===== src/charger_regs.vh =====
/*
 * Register offsets, field positions, reset values and timing figures
 * of the battery charger control block.
 * Assumes inclusion by bare name from the design files that need it.
 */
`ifndef CHARGER_REGS_VH
`define CHARGER_REGS_VH

// Register byte offsets on the control interface
`define OFS_CTRL_ONE 8'ha8
`define OFS_CTRL_TWO 8'ha9

// Control one field positions
`define C1_REQUEST 15
`define C1_END_ACT 6
`define C1_FAST 5
`define C1_THROTTLE 4
`define C1_NTC_MON 3
`define C1_HOT_MON 2
`define C1_COLD_MON 1
`define C1_DIE_MON 0

// Control two field positions
`define C2_ACTIVE 15
`define C2_PAUSE 14
`define C2_STS_HI 13
`define C2_STS_LO 12
`define C2_TIME_HI 11
`define C2_TIME_LO 8
`define C2_WALL_MASK 7
`define C2_TRICKLE 6
`define C2_VSEL_HI 5
`define C2_VSEL_LO 4
`define C2_ISEL_HI 3
`define C2_ISEL_LO 0

// Reset values
`define RST_REQUEST 1'b1
`define RST_MON 1'b1
`define RST_TIME 4'hb
`define RST_ISEL 4'h6
`define RST_VSEL 2'h0

// Mode status codes
`define STS_OFF 2'h0
`define STS_TRICKLE 2'h1
`define STS_FAST 2'h2

// Timeout figures
`define TIMEOUT_BASE_MIN 60
`define TIMEOUT_STEP_MIN 30
`define SEC_PER_MIN 60
`define READ_UNIT_SHIFT 11
`define CLK_PERIOD_NS 10
`define SECOND_NS 1000000000

`endif


===== src/charger_ctrl.v =====
/*
 * Battery charger control and status: two 16-bit control registers,
 * mode state machine, monitor gating and charge timeout.
 * Assumes a register access port on mclk, key and state-machine reset
 * from same-clock logic, and analogue status levels arriving from pins.
 */
// Notes on behaviour
// - End of charge in fast charge: zero current or run to timeout
// - Fast charge only when enabled and valid
// - Fast enable held low until ready seen
// - Throttle against USB limit in fast charge
// - Thermistor monitor gates missing-thermistor detection
// - Hot monitor gates over-temperature indication
// - Cold monitor gates under-temperature indication
// - Die monitor gates chip temperature, keyed
// - Active flag only while truly charging
// - Pause suspends charging; cleared by state machine
// - Mode field: off, trickle, fast, reserved
// - Timeout write: 60 to 510 minutes
// - Timeout read returns remaining 2048 s units
// - Wall feedback ignored when masked on line
// - Trickle current select 50 or 100 mA
// - Termination voltage select 4.05 to 4.2 V
// - Fast current limit code, reset 0110
// - Fast current code 50 mA steps, 750 max
// - Key guards writes except pause and the thermistor, hot and cold monitors; state machine resets fields
`timescale 1ns/1ps
`include "charger_regs.vh"

module charger_ctrl #(
	parameter CYCLES_PER_SEC = `SECOND_NS / `CLK_PERIOD_NS
) (
	// Clock and reset
	input wire mclk,
	input wire rst_n,
	// Register access port
	input wire [7:0] reg_addr,
	input wire [15:0] reg_wdata,
	input wire reg_wr,
	input wire reg_rd,
	output reg [15:0] reg_rdata_q,
	// Same-clock system controls
	input wire key_unlocked,
	input wire sm_reset,
	// Analogue status pins
	input wire fast_charge_ready,
	input wire supply_valid,
	input wire battery_low,
	input wire charge_done,
	input wire thermistor_missing,
	input wire battery_hot,
	input wire battery_cold,
	input wire die_hot,
	input wire wall_supply_feedback,
	input wire line_powered,
	input wire usb_limit_hit,
	// Charger drive
	output reg charge_on_q,
	output reg fast_on_q,
	output reg throttle_q,
	output reg trickle_current_select_q,
	output reg [1:0] termination_voltage_select_q,
	output reg [3:0] fast_current_select_q
);

// State codes
localparam [1:0] ST_OFF = 2'h0;
localparam [1:0] ST_TRICKLE = 2'h1;
localparam [1:0] ST_FAST = 2'h2;
localparam [1:0] ST_DONE = 2'h3;

// Control one fields
reg charger_request_q;
reg end_of_charge_action_q;
reg fast_charge_enable_q;
reg fast_usb_throttle_enable_q;
reg thermistor_monitor_enable_q;
reg battery_hot_monitor_enable_q;
reg battery_cold_monitor_enable_q;
reg die_temp_monitor_enable_q;
// Control two fields
reg charge_pause_q;
reg [3:0] charge_timeout_field_q;
reg wall_feedback_mask_q;
// Internal state
reg fast_ready_seen_q;
reg [1:0] state_q;
reg [1:0] state_d;
reg timer_load_q;
reg [15:0] rd_d;

wire [10:0] pins_q;
wire ready_s;
wire supply_s;
wire low_s;
wire done_s;
wire ntc_s;
wire hot_s;
wire cold_s;
wire die_s;
wire wall_s;
wire line_s;
wire usb_s;
wire wr_one;
wire wr_two;
wire fault;
wire allowed;
wire charging;
wire [14:0] remain_sec;
wire expired;
wire [1:0] mode_sts;

// Mode status encoding from the state
function [1:0] sts_of;
	input [1:0] st;
	begin
		case (st)
			ST_TRICKLE: sts_of = `STS_TRICKLE;
			ST_FAST: sts_of = `STS_FAST;
			default: sts_of = `STS_OFF;
		endcase
	end
endfunction

// Pin inputs cross into mclk through the agreement filter
sync3 #(
	.W(11)
) u_sync (
	.mclk(mclk),
	.rst_n(rst_n),
	.async_in({fast_charge_ready, supply_valid, battery_low, charge_done,
		thermistor_missing, battery_hot, battery_cold, die_hot,
		wall_supply_feedback, line_powered, usb_limit_hit}),
	.sync_q(pins_q)
);

assign {ready_s, supply_s, low_s, done_s, ntc_s, hot_s, cold_s, die_s,
	wall_s, line_s, usb_s} = pins_q;

assign wr_one = reg_wr && (reg_addr == `OFS_CTRL_ONE);
assign wr_two = reg_wr && (reg_addr == `OFS_CTRL_TWO);

// Each temperature fault counts only if its monitor is enabled; wall feedback on line power counts unless masked
assign fault = (thermistor_monitor_enable_q & ntc_s)
	| (battery_hot_monitor_enable_q & hot_s)
	| (battery_cold_monitor_enable_q & cold_s)
	| (die_temp_monitor_enable_q & die_s)
	| (line_s & wall_s & ~wall_feedback_mask_q);

// The request bit alone never starts charging
assign allowed = charger_request_q & supply_s & ~fault & ~charge_pause_q;
assign charging = (state_q == ST_TRICKLE) || (state_q == ST_FAST);
assign mode_sts = sts_of(state_q);

// Timeout counter; runs only during real charging
charge_timer #(
	.CYCLES_PER_SEC(CYCLES_PER_SEC)
) u_timer (
	.mclk(mclk),
	.rst_n(rst_n),
	.load(timer_load_q),
	.code(charge_timeout_field_q),
	.run(charging),
	.remain_q(remain_sec),
	.expired_q(expired)
);

// Control one register; key and state-machine reset
always @(posedge mclk or negedge rst_n) begin
	if (!rst_n) begin
		charger_request_q <= `RST_REQUEST;
		end_of_charge_action_q <= 1'b0;
		fast_charge_enable_q <= 1'b0;
		fast_usb_throttle_enable_q <= 1'b0;
		thermistor_monitor_enable_q <= `RST_MON;
		battery_hot_monitor_enable_q <= `RST_MON;
		battery_cold_monitor_enable_q <= `RST_MON;
		die_temp_monitor_enable_q <= `RST_MON;
		fast_ready_seen_q <= 1'b0;
	end else if (sm_reset) begin
		// State-machine reset returns its fields to defaults
		charger_request_q <= `RST_REQUEST;
		end_of_charge_action_q <= 1'b0;
		fast_charge_enable_q <= 1'b0;
		fast_usb_throttle_enable_q <= 1'b0;
		fast_ready_seen_q <= fast_ready_seen_q | ready_s;
	end else begin
		fast_ready_seen_q <= fast_ready_seen_q | ready_s;
		if (wr_one) begin
			thermistor_monitor_enable_q <= reg_wdata[`C1_NTC_MON];
			battery_hot_monitor_enable_q <= reg_wdata[`C1_HOT_MON];
			battery_cold_monitor_enable_q <= reg_wdata[`C1_COLD_MON];
		end
		if (wr_one && key_unlocked) begin
			charger_request_q <= reg_wdata[`C1_REQUEST];
			end_of_charge_action_q <= reg_wdata[`C1_END_ACT];
			fast_usb_throttle_enable_q <= reg_wdata[`C1_THROTTLE];
			die_temp_monitor_enable_q <= reg_wdata[`C1_DIE_MON];
			// Writes before the ready indication are dropped
			if (fast_ready_seen_q) begin
				fast_charge_enable_q <= reg_wdata[`C1_FAST];
			end
		end
	end
end

// Control two register; mode and active bits are read-only
always @(posedge mclk or negedge rst_n) begin
	if (!rst_n) begin
		charge_pause_q <= 1'b0;
		charge_timeout_field_q <= `RST_TIME;
		wall_feedback_mask_q <= 1'b0;
		trickle_current_select_q <= 1'b0;
		termination_voltage_select_q <= `RST_VSEL;
		fast_current_select_q <= `RST_ISEL;
	end else if (sm_reset) begin
		charge_pause_q <= 1'b0;
		wall_feedback_mask_q <= 1'b0;
	end else begin
		if (wr_two) begin
			charge_pause_q <= reg_wdata[`C2_PAUSE];
		end
		if (wr_two && key_unlocked) begin
			charge_timeout_field_q <= reg_wdata[`C2_TIME_HI:`C2_TIME_LO];
			wall_feedback_mask_q <= reg_wdata[`C2_WALL_MASK];
			trickle_current_select_q <= reg_wdata[`C2_TRICKLE];
			termination_voltage_select_q <= reg_wdata[`C2_VSEL_HI:`C2_VSEL_LO];
			// Advice to stay under 400 mA on USB is left to software
			fast_current_select_q <= reg_wdata[`C2_ISEL_HI:`C2_ISEL_LO];
		end
	end
end

// Mode state machine
always @* begin
	state_d = state_q;
	case (state_q)
		ST_OFF: begin
			if (allowed && !expired) begin
				if (!low_s && fast_charge_enable_q) begin
					state_d = ST_FAST;
				end else if (low_s || !done_s) begin
					state_d = ST_TRICKLE;
				end
			end
		end
		ST_TRICKLE: begin
			if (!allowed) begin
				state_d = ST_OFF;
			end else if (expired) begin
				state_d = ST_DONE;
			end else if (!low_s && fast_charge_enable_q) begin
				state_d = ST_FAST;
			end
		end
		ST_FAST: begin
			if (!allowed) begin
				state_d = ST_OFF;
			end else if (expired) begin
				state_d = ST_DONE;
			end else if (!fast_charge_enable_q) begin
				state_d = ST_TRICKLE;
			end else if (done_s && !end_of_charge_action_q) begin
				state_d = ST_DONE;
			end
		end
		ST_DONE: begin
			// Held at zero current until the request is withdrawn
			if (!charger_request_q) begin
				state_d = ST_OFF;
			end
		end
		default: state_d = ST_OFF;
	endcase
	// State-machine reset overrides every transition, so drive outputs drop too
	if (sm_reset) begin
		state_d = ST_OFF;
	end
end

// State, timer load and charger drive outputs
always @(posedge mclk or negedge rst_n) begin
	if (!rst_n) begin
		state_q <= ST_OFF;
		timer_load_q <= 1'b1;
		charge_on_q <= 1'b0;
		fast_on_q <= 1'b0;
		throttle_q <= 1'b0;
	end else begin
		state_q <= state_d;
		// A new timeout or a fresh cycle reloads the full time
		timer_load_q <= (wr_two && key_unlocked && !sm_reset)
			|| (state_q == ST_DONE && state_d == ST_OFF);
		charge_on_q <= (state_d == ST_TRICKLE) || (state_d == ST_FAST);
		fast_on_q <= (state_d == ST_FAST);
		throttle_q <= (state_d == ST_FAST) && fast_usb_throttle_enable_q && usb_s;
	end
end

// Read data registered one cycle after the strobe
always @* begin
	rd_d = 16'h0000;
	if (reg_addr == `OFS_CTRL_ONE) begin
		rd_d[`C1_REQUEST] = charger_request_q;
		rd_d[`C1_END_ACT] = end_of_charge_action_q;
		rd_d[`C1_FAST] = fast_charge_enable_q;
		rd_d[`C1_THROTTLE] = fast_usb_throttle_enable_q;
		rd_d[`C1_NTC_MON] = thermistor_monitor_enable_q;
		rd_d[`C1_HOT_MON] = battery_hot_monitor_enable_q;
		rd_d[`C1_COLD_MON] = battery_cold_monitor_enable_q;
		rd_d[`C1_DIE_MON] = die_temp_monitor_enable_q;
	end else if (reg_addr == `OFS_CTRL_TWO) begin
		rd_d[`C2_ACTIVE] = charge_on_q;
		rd_d[`C2_PAUSE] = charge_pause_q;
		rd_d[`C2_STS_HI:`C2_STS_LO] = mode_sts;
		// Remaining time, not the written code
		rd_d[`C2_TIME_HI:`C2_TIME_LO] = remain_sec[14:`READ_UNIT_SHIFT];
		rd_d[`C2_WALL_MASK] = wall_feedback_mask_q;
		rd_d[`C2_TRICKLE] = trickle_current_select_q;
		rd_d[`C2_VSEL_HI:`C2_VSEL_LO] = termination_voltage_select_q;
		rd_d[`C2_ISEL_HI:`C2_ISEL_LO] = fast_current_select_q;
	end
end

always @(posedge mclk or negedge rst_n) begin
	if (!rst_n) begin
		reg_rdata_q <= 16'h0000;
	end else if (reg_rd) begin
		reg_rdata_q <= rd_d;
	end
end

endmodule


===== src/sync3.v =====
/*
 * Three-stage synchroniser for a group of pin inputs.
 * Assumes the inputs are asynchronous levels; an output bit changes only
 * when the second and third stages agree.
 */
`timescale 1ns/1ps

module sync3 #(
	parameter W = 1
) (
	// Clock and reset
	input wire mclk,
	input wire rst_n,
	// Raw and clean levels
	input wire [W-1:0] async_in,
	output reg [W-1:0] sync_q
);

reg [W-1:0] s1_q;
reg [W-1:0] s2_q;
reg [W-1:0] s3_q;
integer i;

// First stage feeds only the second one
always @(posedge mclk or negedge rst_n) begin
	if (!rst_n) begin
		s1_q <= {W{1'b0}};
		s2_q <= {W{1'b0}};
		s3_q <= {W{1'b0}};
		sync_q <= {W{1'b0}};
	end else begin
		s1_q <= async_in;
		s2_q <= s1_q;
		s3_q <= s2_q;
		// Agreement filter rejects a single-cycle disagreement
		for (i = 0; i < W; i = i + 1) begin
			if (s2_q[i] == s3_q[i]) begin
				sync_q[i] <= s3_q[i];
			end
		end
	end
end

endmodule


===== src/charge_timer.v =====
/*
 * Charge timeout counter: holds the remaining charge time in seconds.
 * Assumes load and run come from logic on the same clock.
 */
`timescale 1ns/1ps
`include "charger_regs.vh"

module charge_timer #(
	parameter CYCLES_PER_SEC = 100000000
) (
	// Clock and reset
	input wire mclk,
	input wire rst_n,
	// Control
	input wire load,
	input wire [3:0] code,
	input wire run,
	// State
	output reg [14:0] remain_q,
	output reg expired_q
);

reg [31:0] pre_q;
wire sec_tick;
wire [31:0] load_min;
wire [31:0] load_full;
wire [14:0] load_sec;

// Longest code is 510 min, which fits 15 bits of seconds
assign load_min = {28'h0000000, code} * `TIMEOUT_STEP_MIN + `TIMEOUT_BASE_MIN;
assign load_full = load_min * `SEC_PER_MIN;
assign load_sec = load_full[14:0];
assign sec_tick = (pre_q == CYCLES_PER_SEC - 1);

// Seconds prescaler runs only while charging, so a pause freezes time
always @(posedge mclk or negedge rst_n) begin
	if (!rst_n) begin
		pre_q <= 32'h0;
		remain_q <= 15'h0;
		expired_q <= 1'b0;
	end else if (load) begin
		pre_q <= 32'h0;
		remain_q <= load_sec;
		expired_q <= 1'b0;
	end else if (run && !expired_q) begin
		pre_q <= sec_tick ? 32'h0 : pre_q + 32'h1;
		if (sec_tick) begin
			remain_q <= remain_q - 15'h1;
			expired_q <= (remain_q == 15'h1);
		end
	end
end

endmodule


===== config.mk =====
export PLATFORM = sky130hd
export DESIGN_NAME = charger_ctrl
export DESIGN_NICKNAME = d
export VERILOG_FILES = /design/src/charger_ctrl.v /design/src/sync3.v /design/src/charge_timer.v
export VERILOG_INCLUDE_DIRS = /design/src
export SDC_FILE = /design/constraint.sdc
export NUM_CORES = 1
export LEC_CHECK = 0
export BUFFER_PORTS_ARGS = -buffer_cell sky130_fd_sc_hd__buf_2
export CAP_MARGIN = 25
export CORE_MARGIN = 4
export CORE_UTILIZATION = 25
export DETAILED_ROUTE_END_ITERATION = 10
export GPL_TIMING_DRIVEN = 0
export PLACE_DENSITY = 0.52
export SYNTH_ARGS = -nofsm -noshare
export SYNTH_HDL_FRONTEND = slang
export SYNTH_SLANG_ARGS = --single-unit

===== constraint.sdc =====
create_clock -name mclk -period 11.3 [get_ports mclk]
set_clock_uncertainty 0.15 [all_clocks]
set_input_delay 3.39 -clock mclk [delete_from_list [all_inputs] [get_ports mclk]]
set_output_delay 3.39 -clock mclk [all_outputs]
set_load 0.02 [all_outputs]

==> metrics.md <==
| Metric | Value |
|---|---|
| WS Path Type | flop to flop |
| Dpl ws | 5.18 ns |
| Routed wire per std cell | 13.4 um |
| Area contributors post-synth | dfrtp_1, ha_1, xor2_1 |
| Ys async rst share | 1.00 |
| Crit path time final | 6.04 ns |
| Placed insts | roughly 1,100 |
| Sw frac | 0.377 |
| Worst-path maximum fanout | 7 |
| HPWL after DPL | approximately 11 mm |
| VDD IR max | about 0.11 mV |
| Count of non-filler cells in the finished layout | 1,136 |
| Switching pwr | between 0.6 and 0.7 mW |
| Final Hold Fails | 0 |
| Post-synthesis sequential area ratio | 0.488 |
| Max frequency | 166 MHz |
| Num Clock Sinks | about 140 |
| Setup bufs post-CTS | 0 |
| Clock Path Buffers | 2 |
| Pin count of the biggest net entering global routing | 71 |
| Post-synthesis net count | approximately 750 |
| Setup slack, reg-to-reg | about 5.3 ns |
| Io pins | 67 |
| Yosys cell types | between 60 and 70 |
| Ys flop type | dfrtp_1 |
| Drt pass-1 iters | 4 |
| H-tree depth | 4 |
| Final hold slack | between 0.15 and 0.2 ns |
| Clock Latency Late Sink | roughly 0.42 ns |
| Detailed Route Iter0 Violations | 217 |
| Area Growth Syn to Fin | 20.0% |
| Commonest non-fill, non-tap cell in the layout | dfrtp_1 |
| CTS tree | yes |
| Grt total ovfl | 0 |
| RSZ-0062 raised after global routing | false |
| Yosys warnings | 0 |
| Slew margin rel. | 0.345 |
| GRT Total Usage | 0.104 |
| Final WL | 15.3 mm |
| Core box area | between 20,000 and 30,000 um2 |
| Via/cell ratio | around 4.3 |
| Logic gate share of total power | 0.381 |
| First-pass GRT wire length | roughly 26 mm |
| Max-Cap Viols | 0 |
| Cell taking the most area after synthesis | dfrtp_1 |
| Setup crit end kind | flop |
| Post_cts resized | 0 |
| Initial Util | 0.253 |
| Post-route DRC | 0 |
| CP Launch Type | flop |
| Final TNS setup | 0 ns |
| Avg Inst Size Synth | 10.6 um2 |
| Clk root buf | clkbuf_16 |
| Pwr Density | roughly 210 nW/um2 |
| Worst EP required | ~11 ns |
| Initial antenna violation count | 0 |
| Antenna cell count | 0 |
| Status | completed |
| Area of the die | around 31,000 um2 |
| Port Buffer Count | 63 |
| Mapped Area | approximately 7000 um2 |
| Sequential power share | 0.320 |
| Most frequent cells in the layout | dfrtp_1, nor2_1, buf_2 |
| Tcrit/Tclk final | 0.535 |
| Count of final max-slew check failures | 0 |
| # hold bufs at CTS | 0 |
| Worst hold-check path type | flop to flop |
| Area after DPL | around 7800 um2 |
| Area share of the largest cell type after synthesis | 0.447 |
| Die height | roughly 180 um |
| Clk pwr share | 0.299 |
| Post-route ant nets | 0 |
| Slack of the critical path | 5.26 ns |
| Final net count | 836 |
| Pint | between 1 and 1.5 mW |
| Die span in x | about 180 um |
| Synth Register Bits | 136 |
| Finished Cell Area | ~8400 um2 |
| WP data arrival | slightly above 6 ns |
| TritonCTS buffer count | 17 |
| RePlAce Congestion | between 0.7 and 0.8 |
| Vias | just under 5,000 |
| Worst Tran Pin Value | between 0.9 and 1 ns |
| Tot Pwr | ~1.8 mW |
| Count of final setup violators | 0 |
| Syn Inst Count | 660 |
| Post-synth EDFFs | 0 |
| P_leak | slightly below 4 nW |
| Number of placement rows | slightly above 60 |
| Vias in the first global route | approximately 5,000 |
| Core Util, Final | 0.303 |
| Share of layout cells above drive strength 1 | 0.177 |
| Clock slew at reported path FFs | ~0.07 ns |
## cells in the mapped netlist (4+ instances only)
master      n
ha_1       36
a21oi_1    21
nor2b_1     7
o31ai_1     6
dfrtp_1   125
nand3_1    32
mux2_2     13
nor2_1     68
nand2_1    43
a22oi_1     8
xnor2_1    26
inv_1      50
maj3_1     11
clkbuf_1   12
xor2_1     35
nor3_1     10
nand4_1    10
nand2b_1    4
a21o_1      7
o21ai_0    27
dfstp_2    11
mux2i_1     6
fa_1       14
nor4_1      9
and3_1      6
## area by class of cell
type	count	area (um2)
well taps	378	473
plain buffers	16	63.8
inverters	50	188
flip-flops and latches	136	3420
multi-input cells	458	3340
fillers	2878	19300
clock inverters	14	130
clock buffers	18	439
repair buffers	66	359
## critical path, cell delays in order, from the launching register on
cell      delay [ns]
dfrtp_1         0.48
fa_1            0.55
inv_1           0.06
fa_1            0.48
inv_1           0.06
fa_1            0.49
nor3_1          0.38
nand2b_1        0.19
and2_1          0.17
clkbuf_2        0.14
nor2_1          0.25
ha_1            0.30
xnor2_1         0.16
fa_1            0.52
inv_1           0.04
ha_1            0.33
nand2_1         0.09
o31ai_1         0.42
a31oi_1         0.16
xnor3_1         0.23
mux2_2          0.27
## flip-flops by register name, indices dropped and copies added (netlist names), 2 cells and up
| name | cells |
|---|---|
| u_timer.pre_q | 32 |
| reg_rdata_q | 16 |
| u_timer.remain_q | 15 |
| u_sync.s1_q | 11 |
| u_sync.s2_q | 11 |
| u_sync.s3_q | 11 |
| u_sync.sync_q | 11 |
| charge_timeout_field_q | 4 |
| fast_current_select_q | 4 |
| state_q | 2 |
| termination_voltage_select_q | 2 |
## metal layers
| layer | vias to the layer above | GRT usage | part of all wire |
|---|---|---|---|
| met5 | - | 0 | 0 |
| met4 | 0 | 0.0412 | 0.020 |
| met3 | 19 | 0.0181 | 0.025 |
| met2 | 54 | 0.172 | 0.48 |
| met1 | 2391 | 0.137 | 0.48 |
| li1 | 2462 | - | - |
## power by group through the flow
stage | sequential (mW) | combinational [mW] | clock [mW]
global route | 0.582 | 0.786 | 0.576
floorplan | 0.580 | 0.523 | 0
global placement | 0.583 | 0.681 | 0
detailed placement | 0.583 | 0.689 | 0
CTS | 0.575 | 0.695 | 0.556
finish | 0.575 | 0.686 | 0.539
## final timing paths
| kind | startpoint | end | cells after the start |
|---|---|---|---|
| max | charge_timeout_field_q[2] | u_timer.remain_q[14] | 20 |
| min | u_sync.s1_q[8] | u_sync.s2_q[8] | 0 |
| max in group asynchronous | rst_n | fast_current_select_q[2] | 2 |
| min in group asynchronous | rst_n | u_timer.pre_q[16] | 1 |
| min reg2reg | u_sync.s1_q[8] | u_sync.s2_q[8] | 0 |
| max reg2reg | charge_timeout_field_q[2] | u_timer.remain_q[14] | 20 |
## cell families after synthesis
kind of cell	count (synthesis)	synth area share
and+or+nand+nor	216	0.156
DFF	136	0.488
AOI/OAI and AO/OA	100	0.0916
buffers and inverters	66	0.0359
xor gates and xnor gates	62	0.0795
adders and majority gates	61	0.120
muxes	19	0.0295
Note: power is estimated with default switching activity, not from simulation.
